**src/irq_pkg.sv**
```systemverilog
// package: constants and carrier types for vector placement and external irq logic
// assumes: single 250 MHz clock domain, program word addressing
package irq_pkg;

  localparam int unsigned  PC_WIDTH       = 16;
  localparam int unsigned  PIN_COUNT      = 28;
  localparam int unsigned  GROUP_COUNT    = 4;
  localparam int unsigned  SRC_COUNT      = 6;

  localparam logic [15:0]  RESET_ADDR     = 16'h0000;
  localparam logic [15:0]  TABLE_START    = 16'h0001;
  localparam logic [15:0]  BOOT_ADDR_DFLT = 16'h0c00;
  localparam logic [15:0]  LAST_VECTOR    = 16'h0016;

  // group bounds on the pin-change inputs
  localparam int unsigned  G0_LO = 0;
  localparam int unsigned  G1_LO = 8;
  localparam int unsigned  G2_LO = 16;
  localparam int unsigned  G3_LO = 24;
  localparam int unsigned  G3_HI = 27;

  // vector index of pin A, first in priority order; the other sources follow it
  localparam logic [4:0]   VEC_PIN_A = 5'h01;

  // sense control encodings
  typedef enum logic [1:0]
  {
    SENSE_LOW     = 2'b00,
    SENSE_ANY     = 2'b01,
    SENSE_FALLING = 2'b10,
    SENSE_RISING  = 2'b11
  } sense_t;

  typedef struct packed
  {
    logic [27:0] pin_change_mask;
    logic [3:0]  pin_change_group_enable;
    sense_t      sense_b;
    sense_t      sense_a;
    logic [1:0]  pin_irq_enable;
  } irq_cfg_t;

  typedef struct packed
  {
    logic        valid;
    logic [4:0]  vector_index;
    logic [15:0] vector_addr;
  } irq_req_t;

endpackage : irq_pkg

```
**src/sync2.sv**
```systemverilog
// module: two flip-flop synchroniser for a bus of levels
// assumes: inputs are asynchronous to clk; reset is the synchronised copy
module sync2
  import irq_pkg::*;
#(
  parameter int unsigned WIDTH = 1
)
(
  input  wire logic             clk,
  input  wire logic             rst_n,
  input  wire logic [WIDTH-1:0] async_in,
  output logic      [WIDTH-1:0] sync_out
);

  logic [WIDTH-1:0] meta_ff;
  logic [WIDTH-1:0] sync_ff;
  logic [WIDTH-1:0] nxt_meta;
  logic [WIDTH-1:0] nxt_sync;

  always_comb
  begin
    nxt_meta = async_in;
    nxt_sync = meta_ff;
  end

  always_ff @(posedge clk or negedge rst_n)
  begin
    if (!rst_n)
    begin
      meta_ff <= '0;
      sync_ff <= '0;
    end
    else
    begin
      meta_ff <= nxt_meta;
      sync_ff <= nxt_sync;
    end
  end

  assign sync_out = sync_ff;

endmodule : sync2

```
**src/pin_sense.sv**
```systemverilog
// module: sense logic for one dedicated interrupt pin
// assumes: pin_level already synchronised; clear comes from the core on clk
module pin_sense
  import irq_pkg::*;
(
  input  wire logic   clk,
  input  wire logic   rst_n,
  input  wire logic   pin_level,
  input  wire sense_t sense,
  input  wire logic   clear,
  output logic        request
);

  logic prev_ff;
  logic flag_ff;
  logic nxt_prev;
  logic nxt_flag;
  logic edge_hit;

  always_comb
  begin
    nxt_prev = pin_level;
    unique case (sense)
      SENSE_ANY:     edge_hit = pin_level ^ prev_ff;
      SENSE_FALLING: edge_hit = prev_ff & ~pin_level;
      SENSE_RISING:  edge_hit = ~prev_ff & pin_level;
      SENSE_LOW:     edge_hit = 1'b0;
    endcase
    // set wins over clear so an edge on the clear cycle is kept
    nxt_flag = edge_hit | (flag_ff & ~clear); // RL18
  end

  always_ff @(posedge clk or negedge rst_n)
  begin
    if (!rst_n)
    begin
      prev_ff <= 1'b1;
      flag_ff <= 1'b0;
    end
    else
    begin
      prev_ff <= nxt_prev; // RL11
      flag_ff <= nxt_flag;
    end
  end

  // level mode is not latched: request follows the pin while it stays low
  assign request = (sense == SENSE_LOW) ? ~pin_level : flag_ff; // RL10 RL16

endmodule : pin_sense

```
**src/irq_vector_unit.sv**
```systemverilog
// Functional notes
// RL1 - relocate select adds boot start address to every vector
// RL2 - programmed boot fuse starts execution at boot loader address
// RL3 - reset 0x000 or boot; table at 0x001 or boot plus one
// RL4 - pin activity raises interrupts even when the pin is an output
// RL5 - each pin-change group fires on any enabled input toggle
// RL6 - per-input mask bits choose which pins feed their group
// RL7 - pin changes seen asynchronously to allow wake from deep sleep; here they pass sync2 and are found on clk
// RL8 - pin-change needs I/O clock; source holds state until awake
// RL9 - pin returning to start during wake gives no interrupt
// RL10 - dedicated pins: falling, rising, low level; level asserts while low
// RL11 - edge detection needs the running I/O clock
// RL12 - low-level detection is asynchronous and wakes from sleep; here the raw level reaches wake_request through a flop on clk
// RL13 - level wake must be held through start-up or no interrupt
// RL14 - level gone before wake: no vector, resume after sleep
// RL15 - vectors consecutive: reset 0, pin A 1, up to 0x16
// RL16 - two-bit sense: low, any change, falling, rising
// RL17 - pin-change needs both pin mask bit and group enable
// RL18 - dedicated pins synchronised, requests latched until cleared
//
// file: top of vector placement and external interrupt detection
// assumes: core takes one request at a time and pulses the ack on entry
module irq_vector_unit
  import irq_pkg::*;
#(
  parameter logic [15:0] BOOT_ADDR = BOOT_ADDR_DFLT
)
(
  input  wire logic                 clk,
  input  wire logic                 arst_n,
  input  wire logic                 boot_reset_select_fuse,
  input  wire logic                 vector_relocate_select,
  input  wire irq_cfg_t             cfg,
  input  wire logic                 ext_irq_pin_a,
  input  wire logic                 ext_irq_pin_b,
  input  wire logic [PIN_COUNT-1:0] pin_change_input,
  input  wire logic [1:0]           pin_irq_clear,
  input  wire logic [3:0]           group_clear,
  input  wire logic                 irq_ack,
  output logic      [15:0]          reset_vector,
  output irq_req_t                  irq_req,
  output logic      [1:0]           pin_irq_flag,
  output logic      [3:0]           group_flag,
  output logic                      wake_request
);

  // ********************************
  // reset release
  // ********************************
  logic rst_meta_ff;
  logic rst_n_ff;
  logic nxt_rst_meta;
  logic nxt_rst_n;

  // release is synchronous so no flop leaves reset a cycle before another
  always_comb
  begin
    nxt_rst_meta = 1'b1;
    nxt_rst_n    = rst_meta_ff;
  end

  always_ff @(posedge clk or negedge arst_n)
  begin
    if (!arst_n)
    begin
      rst_meta_ff <= 1'b0;
      rst_n_ff    <= 1'b0;
    end
    else
    begin
      rst_meta_ff <= nxt_rst_meta;
      rst_n_ff    <= nxt_rst_n;
    end
  end

  // ********************************
  // pin synchronisers
  // ********************************
  // pins are read whatever their port direction, so software can self-trigger
  // dedicated pins pass inverted: the synchroniser resets to 0, which must
  // read as the idle high level or reset release looks like a falling edge
  logic [1:0]           ded_sync_inv;
  logic [1:0]           ded_sync;
  logic [PIN_COUNT-1:0] pc_sync;

  sync2 #(.WIDTH(2)) u_ded_sync
  (
    .clk      (clk),
    .rst_n    (rst_n_ff),
    .async_in (~{ext_irq_pin_b, ext_irq_pin_a}), // RL4
    .sync_out (ded_sync_inv)
  );

  assign ded_sync = ~ded_sync_inv;

  sync2 #(.WIDTH(PIN_COUNT)) u_pc_sync
  (
    .clk      (clk),
    .rst_n    (rst_n_ff),
    .async_in (pin_change_input), // RL4
    .sync_out (pc_sync)
  );

  // ********************************
  // acknowledge decode
  // ********************************
  // the ack names the request shown in the same cycle, so it clears that source only
  function automatic logic ack_match(input logic ack, input irq_req_t req,
                                     input logic [4:0] src);
    ack_match = ack && req.valid && (req.vector_index == VEC_PIN_A + src);
  endfunction : ack_match

  logic [SRC_COUNT-1:0] ack_src;

  always_comb
  begin
    ack_src = '0;
    for (int s = 0; s < SRC_COUNT; s++)
    begin
      ack_src[s] = ack_match(irq_ack, irq_req, 5'(s));
    end
  end

  // ********************************
  // dedicated pin sensing
  // ********************************
  logic [1:0] ded_req;

  pin_sense u_sense_a
  (
    .clk       (clk),
    .rst_n     (rst_n_ff),
    .pin_level (ded_sync[0]), // RL18
    .sense     (cfg.sense_a),
    .clear     (pin_irq_clear[0] | ack_src[0]),
    .request   (ded_req[0])
  );

  pin_sense u_sense_b
  (
    .clk       (clk),
    .rst_n     (rst_n_ff),
    .pin_level (ded_sync[1]), // RL18
    .sense     (cfg.sense_b),
    .clear     (pin_irq_clear[1] | ack_src[1]),
    .request   (ded_req[1])
  );

  // ********************************
  // pin-change groups
  // ********************************
  function automatic logic [3:0] group_or(input logic [PIN_COUNT-1:0] hits);
    group_or[0] = |hits[G1_LO-1:G0_LO];
    group_or[1] = |hits[G2_LO-1:G1_LO];
    group_or[2] = |hits[G3_LO-1:G2_LO];
    group_or[3] = |hits[G3_HI:G3_LO];
  endfunction : group_or

  function automatic logic [PIN_COUNT-1:0] group_spread(input logic [3:0] en);
    group_spread = {{(G3_HI-G3_LO+1){en[3]}}, {(G3_LO-G2_LO){en[2]}},
                    {(G2_LO-G1_LO){en[1]}}, {(G1_LO-G0_LO){en[0]}}};
  endfunction : group_spread

  logic [PIN_COUNT-1:0] pc_prev_ff;
  logic [PIN_COUNT-1:0] nxt_pc_prev;
  logic [3:0]           group_ff;
  logic [3:0]           nxt_group;
  logic [PIN_COUNT-1:0] pc_enabled;
  logic [3:0]           group_hit;

  always_comb
  begin
    // only a level that survived synchronisation counts; a pin that toggles
    // back before the clock runs again leaves no change behind
    nxt_pc_prev = pc_sync; // RL9 RL8
    pc_enabled  = cfg.pin_change_mask & group_spread(cfg.pin_change_group_enable); // RL6 RL17
    group_hit   = group_or((pc_sync ^ pc_prev_ff) & pc_enabled); // RL5
    // set wins over clear and ack so a change in the clearing cycle is kept
    nxt_group   = group_hit | (group_ff & ~group_clear & ~ack_src[SRC_COUNT-1:2]);
  end

  always_ff @(posedge clk or negedge rst_n_ff)
  begin
    if (!rst_n_ff)
    begin
      pc_prev_ff <= '0;
      group_ff   <= '0;
    end
    else
    begin
      pc_prev_ff <= nxt_pc_prev;
      group_ff   <= nxt_group;
    end
  end

  // ********************************
  // priority and vector placement
  // ********************************
  logic [SRC_COUNT-1:0] pending;
  irq_req_t             nxt_req;
  irq_req_t             req_ff;
  logic [15:0]          table_base;

  always_comb
  begin
    pending = {group_ff, ded_req & cfg.pin_irq_enable};
    // relocation shifts the whole table by the boot start
    table_base = vector_relocate_select ? BOOT_ADDR + TABLE_START : TABLE_START; // RL1 RL3
    nxt_req = '0;
    for (int s = SRC_COUNT - 1; s >= 0; s--)
    begin
      if (pending[s])
      begin
        nxt_req.valid        = 1'b1;
        nxt_req.vector_index = VEC_PIN_A + 5'(s); // RL15
        nxt_req.vector_addr  = table_base + 16'(s); // RL1 RL15
      end
    end
    // a low level that is gone leaves nothing pending, so no vector is taken
    if (irq_ack)
    begin
      nxt_req.valid = 1'b0; // RL14 RL13
    end
  end

  always_ff @(posedge clk or negedge rst_n_ff)
  begin
    if (!rst_n_ff)
    begin
      req_ff <= '0;
    end
    else
    begin
      req_ff <= nxt_req;
    end
  end

  // ********************************
  // reset address
  // ********************************
  logic [15:0] nxt_reset_vec;
  logic [15:0] reset_vec_ff;

  // the fuse is static in use, so it is registered every cycle and not synchronised
  always_comb
  begin
    nxt_reset_vec = boot_reset_select_fuse ? BOOT_ADDR : RESET_ADDR; // RL2 RL3
  end

  always_ff @(posedge clk or negedge rst_n_ff)
  begin
    if (!rst_n_ff)
    begin
      reset_vec_ff <= RESET_ADDR;
    end
    else
    begin
      reset_vec_ff <= nxt_reset_vec;
    end
  end

  // ********************************
  // wake request
  // ********************************
  logic       nxt_wake;
  logic       wake_ff;
  logic [1:0] level_low;

  always_comb
  begin
    // raw pin levels on purpose: the clock may be stopped, so no synchroniser
    level_low = ~{ext_irq_pin_b, ext_irq_pin_a} & cfg.pin_irq_enable
                & {cfg.sense_b == SENSE_LOW, cfg.sense_a == SENSE_LOW}; // RL12
    nxt_wake  = (|level_low) | (|pending); // RL7
  end

  always_ff @(posedge clk or negedge rst_n_ff)
  begin
    if (!rst_n_ff)
    begin
      wake_ff <= 1'b0;
    end
    else
    begin
      wake_ff <= nxt_wake;
    end
  end

  // ********************************
  // outputs
  // ********************************
  logic [1:0] ded_flag_ff;
  logic [1:0] nxt_ded_flag;

  always_comb
  begin
    nxt_ded_flag = ded_req;
  end

  always_ff @(posedge clk or negedge rst_n_ff)
  begin
    if (!rst_n_ff)
    begin
      ded_flag_ff <= '0;
    end
    else
    begin
      ded_flag_ff <= nxt_ded_flag;
    end
  end

  assign irq_req      = req_ff;
  assign reset_vector = reset_vec_ff;
  assign pin_irq_flag = ded_flag_ff;
  assign group_flag   = group_ff;
  assign wake_request = wake_ff;

endmodule : irq_vector_unit

```
**config.mk**
```make
export PLATFORM = sky130hd
export DESIGN_NAME = irq_vector_unit
export DESIGN_NICKNAME = d
export VERILOG_FILES = /design/src/irq_pkg.sv /design/src/sync2.sv /design/src/pin_sense.sv /design/src/irq_vector_unit.sv
export SDC_FILE = /design/constraint.sdc
export NUM_CORES = 1
export LEC_CHECK = 0
export ABC_CLOCK_PERIOD_IN_PS = 3560
export BUFFER_PORTS_ARGS = -buffer_cell sky130_fd_sc_hd__clkbuf_2
export CAP_MARGIN = 20
export CORE_ASPECT_RATIO = 0.9
export CORE_UTILIZATION = 50
export DETAILED_ROUTE_END_ITERATION = 8
export PLACE_DENSITY_LB_ADDON = 0.3
export SLEW_MARGIN = 20
export SYNTH_ARGS = -nofsm -noshare
export SYNTH_HDL_FRONTEND = slang
export SYNTH_SLANG_ARGS = --single-unit
export TNS_END_PERCENT = 10
```
**constraint.sdc**
```tcl
create_clock -name clk -period 3.56 [get_ports clk]
set_input_delay 0.534 -clock clk [delete_from_list [all_inputs] [get_ports clk]]
set_output_delay 0.534 -clock clk [all_outputs]
set_load 0.02 [all_outputs]
```
==> results of run 1 <==
placed cells by master, fill, tap and decap left out, types with 2 or more instances in the layout:
cell type   count
a32o_1          2
clkbuf_2       96
nor2_1          6
or3b_4          2
a21oi_1         3
a21boi_4        2
o32ai_1         2
dfstp_2         2
o21ai_1         2
a21o_1          2
clkbuf_8       11
nand2_1         7
buf_4           2
inv_6           2
xor2_1         28
conb_1         28
clkinvlp_4      2
a211oi_1        2
inv_1          11
nand3b_1        3
dfrtp_1       104
o211a_1         2
ha_1            4
nor3b_1         3
nand4_1         3
a22oi_1        14
flip-flops by register name, summed over array words and instances, names as in the netlist:
signal / flops
group_flag: 4
irq_req: 5
nxt_rst_n: 1
pc_prev_ff: 28
pin_irq_flag: 2
reset_vector: 1
rst_n_ff: 1
u_ded_sync.meta_ff: 2
u_ded_sync.sync_out: 2
u_pc_sync.meta_ff: 28
u_pc_sync.sync_out: 28
u_sense_a.flag_ff: 1
u_sense_a.prev_ff: 1
u_sense_b.flag_ff: 1
u_sense_b.prev_ff: 1
wake_request: 1
logic make-up after synthesis:
group	count (synthesis)	synth area share, %
other cells	2	0.201
buf+inv	43	7.55
compound gates	33	7.22
flops	107	71.9
simple gates	30	5.20
xor+xnor	28	6.58
fa+ha+maj	4	1.34
power breakdown:
group          internal [uW]  leakage [uW]  switching [uW]  total (uW)
clock network            298     0.0000896             386         684
registers               1290       0.00124            57.5        1340
logic                   97.7      0.000887             131         229
total                   1680       0.00222             574        2260
routing by layer:
layer  track usage, %  vias up  routed length (um)
li1                 -      979                   -
met1             19.3     1024                2370
met2             26.6       84                2920
met3             5.92       10                 384
met4             6.85        0                 119
met5                0        -                   0
worst paths after layout:
kind | endpoint | slack [ns] | cells after the start
worst max-delay path | irq_req[1] | 1.91 | 1
worst min-delay path | u_pc_sync.meta_ff[18] | 0.28 | 1
worst max register to register | u_sense_b.flag_ff | 2.27 | 4
worst min register to register | u_pc_sync.meta_ff[9] | 0.35 | 0
max in group asynchronous | u_sense_b.prev_ff | 2.51 | 1
min in group asynchronous | u_pc_sync.meta_ff[9] | 0.35 | 0
through the flow:
stage | hold slack, ns | cell area [um^2]
2_1_floorplan | 0.238 | 3820
3_3_place_gp | 0.319 | 4200
3_5_place_dp | 0.321 | 4200
4_1_cts | 0.259 | 4400
5_1_grt | 0.239 | 4420
6_report | 0.277 | 4420
final cells by class:
cell class / count / area [um^2]
clock buffers: 12 / 155
well taps: 93 / 116
fillers: 578 / 2730
clock inverters: 4 / 32.5
flip-flops and latches: 107 / 2680
inverters: 11 / 41.3
repair buffers: 100 / 526
multi-input cells: 123 / 863
cells in the mapped netlist (all sizes together) (3+ instances only):
cell,count
nand3b,3
a22oi,14
xor2,28
buf,32
ha,4
nand2,7
nor3b,3
inv,11
dfrtp,105
a21oi,3
nand4,3
nor2,6
==> flow_summary.toml, run 1 <==
[status]
outcome = "finished, final reports clean"

[critical_path]
r2r_start = "u_sense_b.prev_ff"
endpoint_kind = "output port"
cpPeakStageDelay_ns = 0.53
cp.required_ns = 3.03
worstSetupPathType = "reg2out"
cp-startpoint = "irq_req[17]"
cp_slowest_cell = "dfrtp_1"
critPathTopFamily = "flip-flops"
cp_cell_sequence = "clkbuf_2"
cp.arrival_ns = 1.12
crit_path_start_kind = "flop"
crit_buf_inv = 1
cp_max_fo = 8

[clock_network]
post_cts_buffers = 0
cts_tree = "yes"
path_clk_slew_ns = 0.09
cts_made_buffers = 9
post_cts_resized = 0
cts.htree.levels = 3
cts.sinks = 107
clk_latency_ns = 0.35
hold_buffers = 1
clockBufferDepth = 2
root_buffer = "clkbuf_8"

[placed_design]
dp.cells = 432
gp_congestion = 0.757
portBuffers = 96
hpwl_um = 4290
dp_slack_ns = 1.94

[finish]
utilization_pct = 61.8
area_growth_pct = 18.5
drive_gt1_share_pct = 34.5
fin_cells = 450
antenna_cells = 0
nets = 435

[drt]
wl_per_cell_um = 12.9
wl_um = 5790
drcViolationCount = 0
dr.pass1.iters = 4
vias = 2097
viasPerCell = 4.66
ant_nets = 0
drtIter0Drc = 70

[sta]
drv_slew = 0
finalCriticalPeriod_ns = 1.65
hold_viol = 0
setup_viol = 0
final.setup.tns_ns = 0
clock.fmax_mhz = 605
max-slew-margin-rel_pct = 58.6
rsz0062_at_grt = "no"
tightest_slew_ns = 0.620
period_share_pct = 46.5
fin_ws_ns = 1.91
clock-skew-final_ns = 0.00645

[global_route]
grt_pass1_wl_um = 9390
antenna_found_initial = 0
grt_max_degree = 95
grt_pass1_vias = 2110
overflow = 0
grt_use_total_pct = 16.2

[power]
p_leak_uw = 0.00222
peakVddDrop_mv = 0.308
power_density_nw_per_um2 = 511
total_power_uw = 2260

[synthesis]
seq_area_frac_synth_pct = 71.9
synth_top_area_share_pct = 70.5
avgSynthCellArea_um2 = 15.1
ys_seq_elements = 107
postSynth.asyncResetShare_pct = 100
synth_ff_type = "dfrtp_1"
synth.distinct_cells = 30
synth_enable_flop_cells = 0
synthCells = 247
yosys.area.top_type = "dfrtp_1"
netlist_area_um2 = 3730
ys_top_cells_by_area = "dfrtp_1 (70%), xor2_1 (6.6%), buf_4 (6.4%), a22oi_1 (2.8%), dfstp_2 (1.4%)"
ys_warn_count = 0

[floorplan]
row_count = 29
die_area_um2 = 7800
num_io_pins = 124
start_util_pct = 52.1
die_y_um = 83.9
die_w_um = 93.0
core-area_um2 = 7150

[hold_path]
hold_class = "in2reg"
hold_start = "pin_change_input[18]"

[job]
maxCapViolations = 0
Note: power is estimated with default switching activity, not from simulation.
==> run 2: changes to the inputs <==
--- a/config.mk
+++ b/config.mk
@@ -5,11 +5,11 @@
 export SDC_FILE = /design/constraint.sdc
 export NUM_CORES = 1
 export LEC_CHECK = 0
-export ABC_CLOCK_PERIOD_IN_PS = 3560
+export ABC_CLOCK_PERIOD_IN_PS = 1370
 export BUFFER_PORTS_ARGS = -buffer_cell sky130_fd_sc_hd__clkbuf_2
 export CAP_MARGIN = 20
 export CORE_ASPECT_RATIO = 0.9
-export CORE_UTILIZATION = 50
+export CORE_UTILIZATION = 45
 export DETAILED_ROUTE_END_ITERATION = 8
 export PLACE_DENSITY_LB_ADDON = 0.3
 export SLEW_MARGIN = 20
==> constraint.sdc (replaced) <==
create_clock -name clk -period 1.37 [get_ports clk]
set_input_delay 0.2055 -clock clk [delete_from_list [all_inputs] [get_ports clk]]
set_output_delay 0.2055 -clock clk [all_outputs]
set_load 0.02 [all_outputs]
==> run 2 against run 1 <==
Against the previous run: the run now ends with design-rule violations left; total power rose to 2.6 times the previous value; wire length rose by 9.3%; worst setup slack got worse by 1.8 ns; non-clock buffer count rose by 35; clock power rose to 2.6 times the previous value; largest cell class unchanged.
==> flow_summary.toml, run 2 (synthesis results as in run 1) <==
[status]
outcome = "finished with violations"
violations = "design-rule violations"

[critical_path]
crit_path_start_kind = "flop"
crit_buf_inv = 1
rrSetupSlack_ns = 0.07
r2r_start = "u_sense_b.prev_ff"
cp_cell_sequence = "inv_1 -> ha_1 -> o211a_1 -> o32ai_1"
cpPeakStageDelay_ns = 0.54
critPathTopFamily = "flip-flops"
endpoint_kind = "flop"
cp.arrival_ns = 1.56
cp_slowest_cell = "dfstp_2"
r2r_cells = 4
cp_max_fo = 2
r2r-end = "u_sense_b.flag_ff"
worstSetupPathType = "reg2reg"
cp.required_ns = 1.63

[drt]
viasPerCell = 4.46
drtIter0Drc = 69
dr.pass1.iters = 6
wl_um = 6330
wl_per_cell_um = 12.9
ant_nets = 0
drcViolationCount = 7
vias = 2191

[floorplan]
start_util_pct = 46.4
die_area_um2 = 8650
core-area_um2 = 8030
num_io_pins = 124
die_w_um = 97.9
die_y_um = 88.3
row_count = 31

[finish]
final_cell_mix = "dfrtp_1 (101), clkbuf_2 (96), dlygate4sd3_1 (32)"
n_fill_cell = 639
antenna_cells = 0
nets = 470
regArea_um2 = 2690
area_growth_pct = 28.7
multi_input_area_um2 = 868
layout_commonest_cell = "dfrtp_1"
drive_gt1_share_pct = 33.4

[placed_design]
hpwl_um = 4660
dp_slack_ns = 0.0634
gp_congestion = 0.719
portBuffers = 96

[clock_network]
cts.htree.levels = 3
post_cts_buffers = 0
clockBufferDepth = 2
cts.sinks = 107
cts_tree = "yes"
cts_made_buffers = 9
path_clk_slew_ns = 0.11
root_buffer = "clkbuf_8"
clk_latency_ns = 0.36

[hold_path]
holdPathStages = 2
hold_class = "in2reg"
holdPathEnd = "group_flag[0]"
hold_start = "cfg[6]"

[global_route]
overflow = 0
grt_pass1_vias = 2236
antenna_found_initial = 0
grt_max_degree = 27
grt_use_total_pct = 16.2
grt_pass1_wl_um = 10500

[sta]
hold_viol = 0
rsz0062_at_grt = "no"
finalCriticalPeriod_ns = 1.30
clock.fmax_mhz = 767
final.setup.tns_ns = 0
clock-skew-final_ns = 0.0198
drv_slew = 0
fin_ws_ns = 0.0664
setup_viol = 0
period_share_pct = 95.2

[power]
power_density_nw_per_um2 = 1240
peakVddDrop_mv = 0.670
p_leak_uw = 0.00238
total_power_uw = 5970

[job]
maxCapViolations = 0
-- run 2: layout make-up --
type	count	share of cell area [%]
clock buffer	10	2.66
clock inverter	6	1.20
inverter	11	0.861
multi-input combinational	123	18.1
sequential	107	56.0
tap	99	2.58
timing repair buffer	135	18.6
-- run 2: how the worst max path moves through the flow --
stage | start | end | slack, ns | cells after the start
finish | u_sense_b.prev_ff | u_sense_b.flag_ff | 0.07 | 4
CTS | irq_req[16] | irq_req[0] | 0.02 | 1
detailed placement | u_sense_b.prev_ff | u_sense_b.flag_ff | 0.06 | 4
floorplan | u_sense_b.prev_ff | u_sense_b.flag_ff | 0.17 | 4
global route | u_ded_sync.sync_out[0] | wake_request | 0.01 | 4
global placement | group_flag[2] | wake_request | 0.14 | 3
-- run 2: repair_timing --
action,CTS,global route
hold endpoints to repair,33,0
resized for setup,0,4
hold buffers,32,0
endpoints found under the setup margin,0,6
-- run 2: power breakdown --
part / internal, uW / switching (uW) / total, uW / leakage (uW)
combinational: 332 / 379 / 711 / 0.00105
sequential: 3350 / 138 / 3490 / 0.00124
clock: 704 / 1070 / 1770 / 0.0000949
-- run 2: through the flow --
stage | instance area [um^2] | util [%] | std cells | hold WS (ns)
floorplan | 3830 | - | 273 | -0.0901
global placement | 4280 | 53.3 | 443 | -0.00856
detailed placement | 4280 | 53.3 | 443 | -0.00444
CTS | 4790 | 59.6 | 491 | 0.0124
global route | 4800 | 59.7 | 491 | 0.00158
finish | 4800 | 59.7 | 491 | 0.0333
-- run 2: metal layers --
layer  up-vias  track usage [%]  share of wire [%]
met1      1069             20.5                 45
met2        77             26.4                 49
met5         -                0                  0
met3         2             5.77                5.9
li1       1043                -                  -
met4         0             4.96               0.36
==> run 3: changes to the inputs <==
--- a/config.mk
+++ b/config.mk
@@ -8,7 +8,6 @@
 export ABC_CLOCK_PERIOD_IN_PS = 1370
 export BUFFER_PORTS_ARGS = -buffer_cell sky130_fd_sc_hd__clkbuf_2
 export CAP_MARGIN = 20
-export CORE_ASPECT_RATIO = 0.9
 export CORE_UTILIZATION = 45
 export DETAILED_ROUTE_END_ITERATION = 8
 export PLACE_DENSITY_LB_ADDON = 0.3
==> run 3 against run 2 <==
Against the previous run: the run now ends clean; utilization rose by 0.45 points; worst setup slack got worse by 0.018 ns; via count fell by 0.68%; first-iteration DRC count fell by 23%; clock power fell by 3%; critical endpoint unchanged; largest power group unchanged.
==> flow_summary.toml, run 3 (synthesis results as in run 1) <==
[hold_path]
hold_class = "in2reg"

[finish]
n_fill_cell = 651
layout_commonest_cell = "dfrtp_1"
nets = 466
regArea_um2 = 2680
final_cell_mix = "dfrtp_1 (104), clkbuf_2 (96), dlygate4sd3_1 (31)"
area_growth_pct = 27.4
antenna_cells = 0
drive_gt1_share_pct = 32.2
multi_input_area_um2 = 871

[clock_network]
cts.htree.levels = 3
cts.sinks = 107
clockBufferDepth = 2
cts_tree = "yes"
path_clk_slew_ns = 0.10
clk_latency_ns = 0.34
root_buffer = "clkbuf_8"
cts_made_buffers = 9

[sta]
rsz0062_at_grt = "no"
period_share_pct = 96.5
finalCriticalPeriod_ns = 1.32
setup_viol = 0
clock.fmax_mhz = 757
drv_slew = 0
final.setup.tns_ns = 0
clock-skew-final_ns = 0.0113
whs_ns = 0.0313
hold_viol = 0

[floorplan]
die_area_um2 = 8650
die_y_um = 93.0
core-area_um2 = 7890
num_io_pins = 124
start_util_pct = 47.3
die_w_um = 93.0
row_count = 32

[critical_path]
cp.arrival_ns = 1.57
worstSetupPathType = "reg2reg"
cp_max_fo = 2
crit_path_start_kind = "flop"
endpoint_kind = "flop"
cp.required_ns = 1.62

[placed_design]
portBuffers = 96
hpwl_um = 4330
gp_congestion = 0.801

[global_route]
grt_use_total_pct = 14.9
overflow = 0
grt_pass1_wl_um = 9690
grt_pass1_vias = 2171
antenna_found_initial = 0
grt_max_degree = 57

[drt]
dr_wl_met3_um = 363
viasPerCell = 4.44
drtIter0Drc = 53
drcViolationCount = 0
maxUsedRoutingLayer = "met4"
ant_nets = 0
wirelength_met1_um = 2470
vias = 2176
met2WireLength_um = 3180
wl_per_cell_um = 12.4
wl_um = 6080
dr.pass1.iters = 4

[status]
outcome = "finished, final reports clean"

[power]
peakVddDrop_mv = 0.671
power_density_nw_per_um2 = 1240
p_leak_uw = 0.00235

[job]
maxCapViolations = 0
[run 3: cell types whose count changed in the layout (fill, tap and decap cells not counted), sizes merged]
cell | before | now
inv | 14 | 12
dlygate4sd3 | 32 | 31
clkbuf | 106 | 107
clkinvlp | 0 | 1
buf | 7 | 4
[run 3: worst paths after layout]
kind,start,end,slack [ns],depth (start not counted)
max,u_sense_b.prev_ff,u_sense_b.flag_ff,0.05,4
min,ext_irq_pin_b,u_ded_sync.meta_ff[1],0.03,2
max reg2reg,u_sense_b.prev_ff,u_sense_b.flag_ff,0.05,4
min reg2reg,rst_n_ff,pc_prev_ff[10],0.32,1
max in group asynchronous,rst_n_ff,u_sense_a.prev_ff,0.74,1
min in group asynchronous,arst_n,rst_n_ff,0.17,2
[run 3: routing by layer]
metal / GRT usage (%) / vias up
met5: 0 / -
met4: 6.15 / 0
met3: 4.39 / 5
met2: 25.5 / 76
met1: 17.6 / 1055
li1: - / 1040
[run 3: cell type report]
| cell class | instances | share of cell area [%] |
|---|---|---|
| flip-flops and latches | 107 | 56.5 |
| multi-input cells | 123 | 18.3 |
| repair buffers | 131 | 17.8 |
| clock buffers | 11 | 2.98 |
| well taps | 102 | 2.69 |
| inverters | 11 | 0.870 |
| clock inverters | 5 | 0.791 |
[run 3: per-stage QoR]
stage / setup WS (ns) / utilization [%] / power (uW) / cells / instance area (um^2)
floorplan: 0.165 / - / 3960 / 273 / 3830
global placement: 0.148 / 53.8 / 4140 / 442 / 4240
detailed placement: 0.0796 / 53.8 / 4160 / 442 / 4240
CTS: 0.0467 / 60.0 / 5960 / 489 / 4730
global route: 0.00902 / 60.2 / 6190 / 490 / 4750
finish: 0.0484 / 60.2 / 5880 / 490 / 4750
[run 3: critical path, stage by stage, from the launching register on]
cell and delay, ns:
dfstp_2 0.54, inv_1 0.04, ha_1 0.26, o211a_1 0.24, o32ai_2 0.14
[run 3: timing repair]
action                                  4_1_cts  5_1_grt
hold buffers                                 31        0
endpoints found under the setup margin        0        1
setup buffers                                 0        1
hold endpoints to repair                     32        0
resized for setup                             0        1
[run 3: where the power goes]
group	internal, uW	switching, uW
clock network	722	991
registers	3340	116
logic	320	384
total	4390	1490
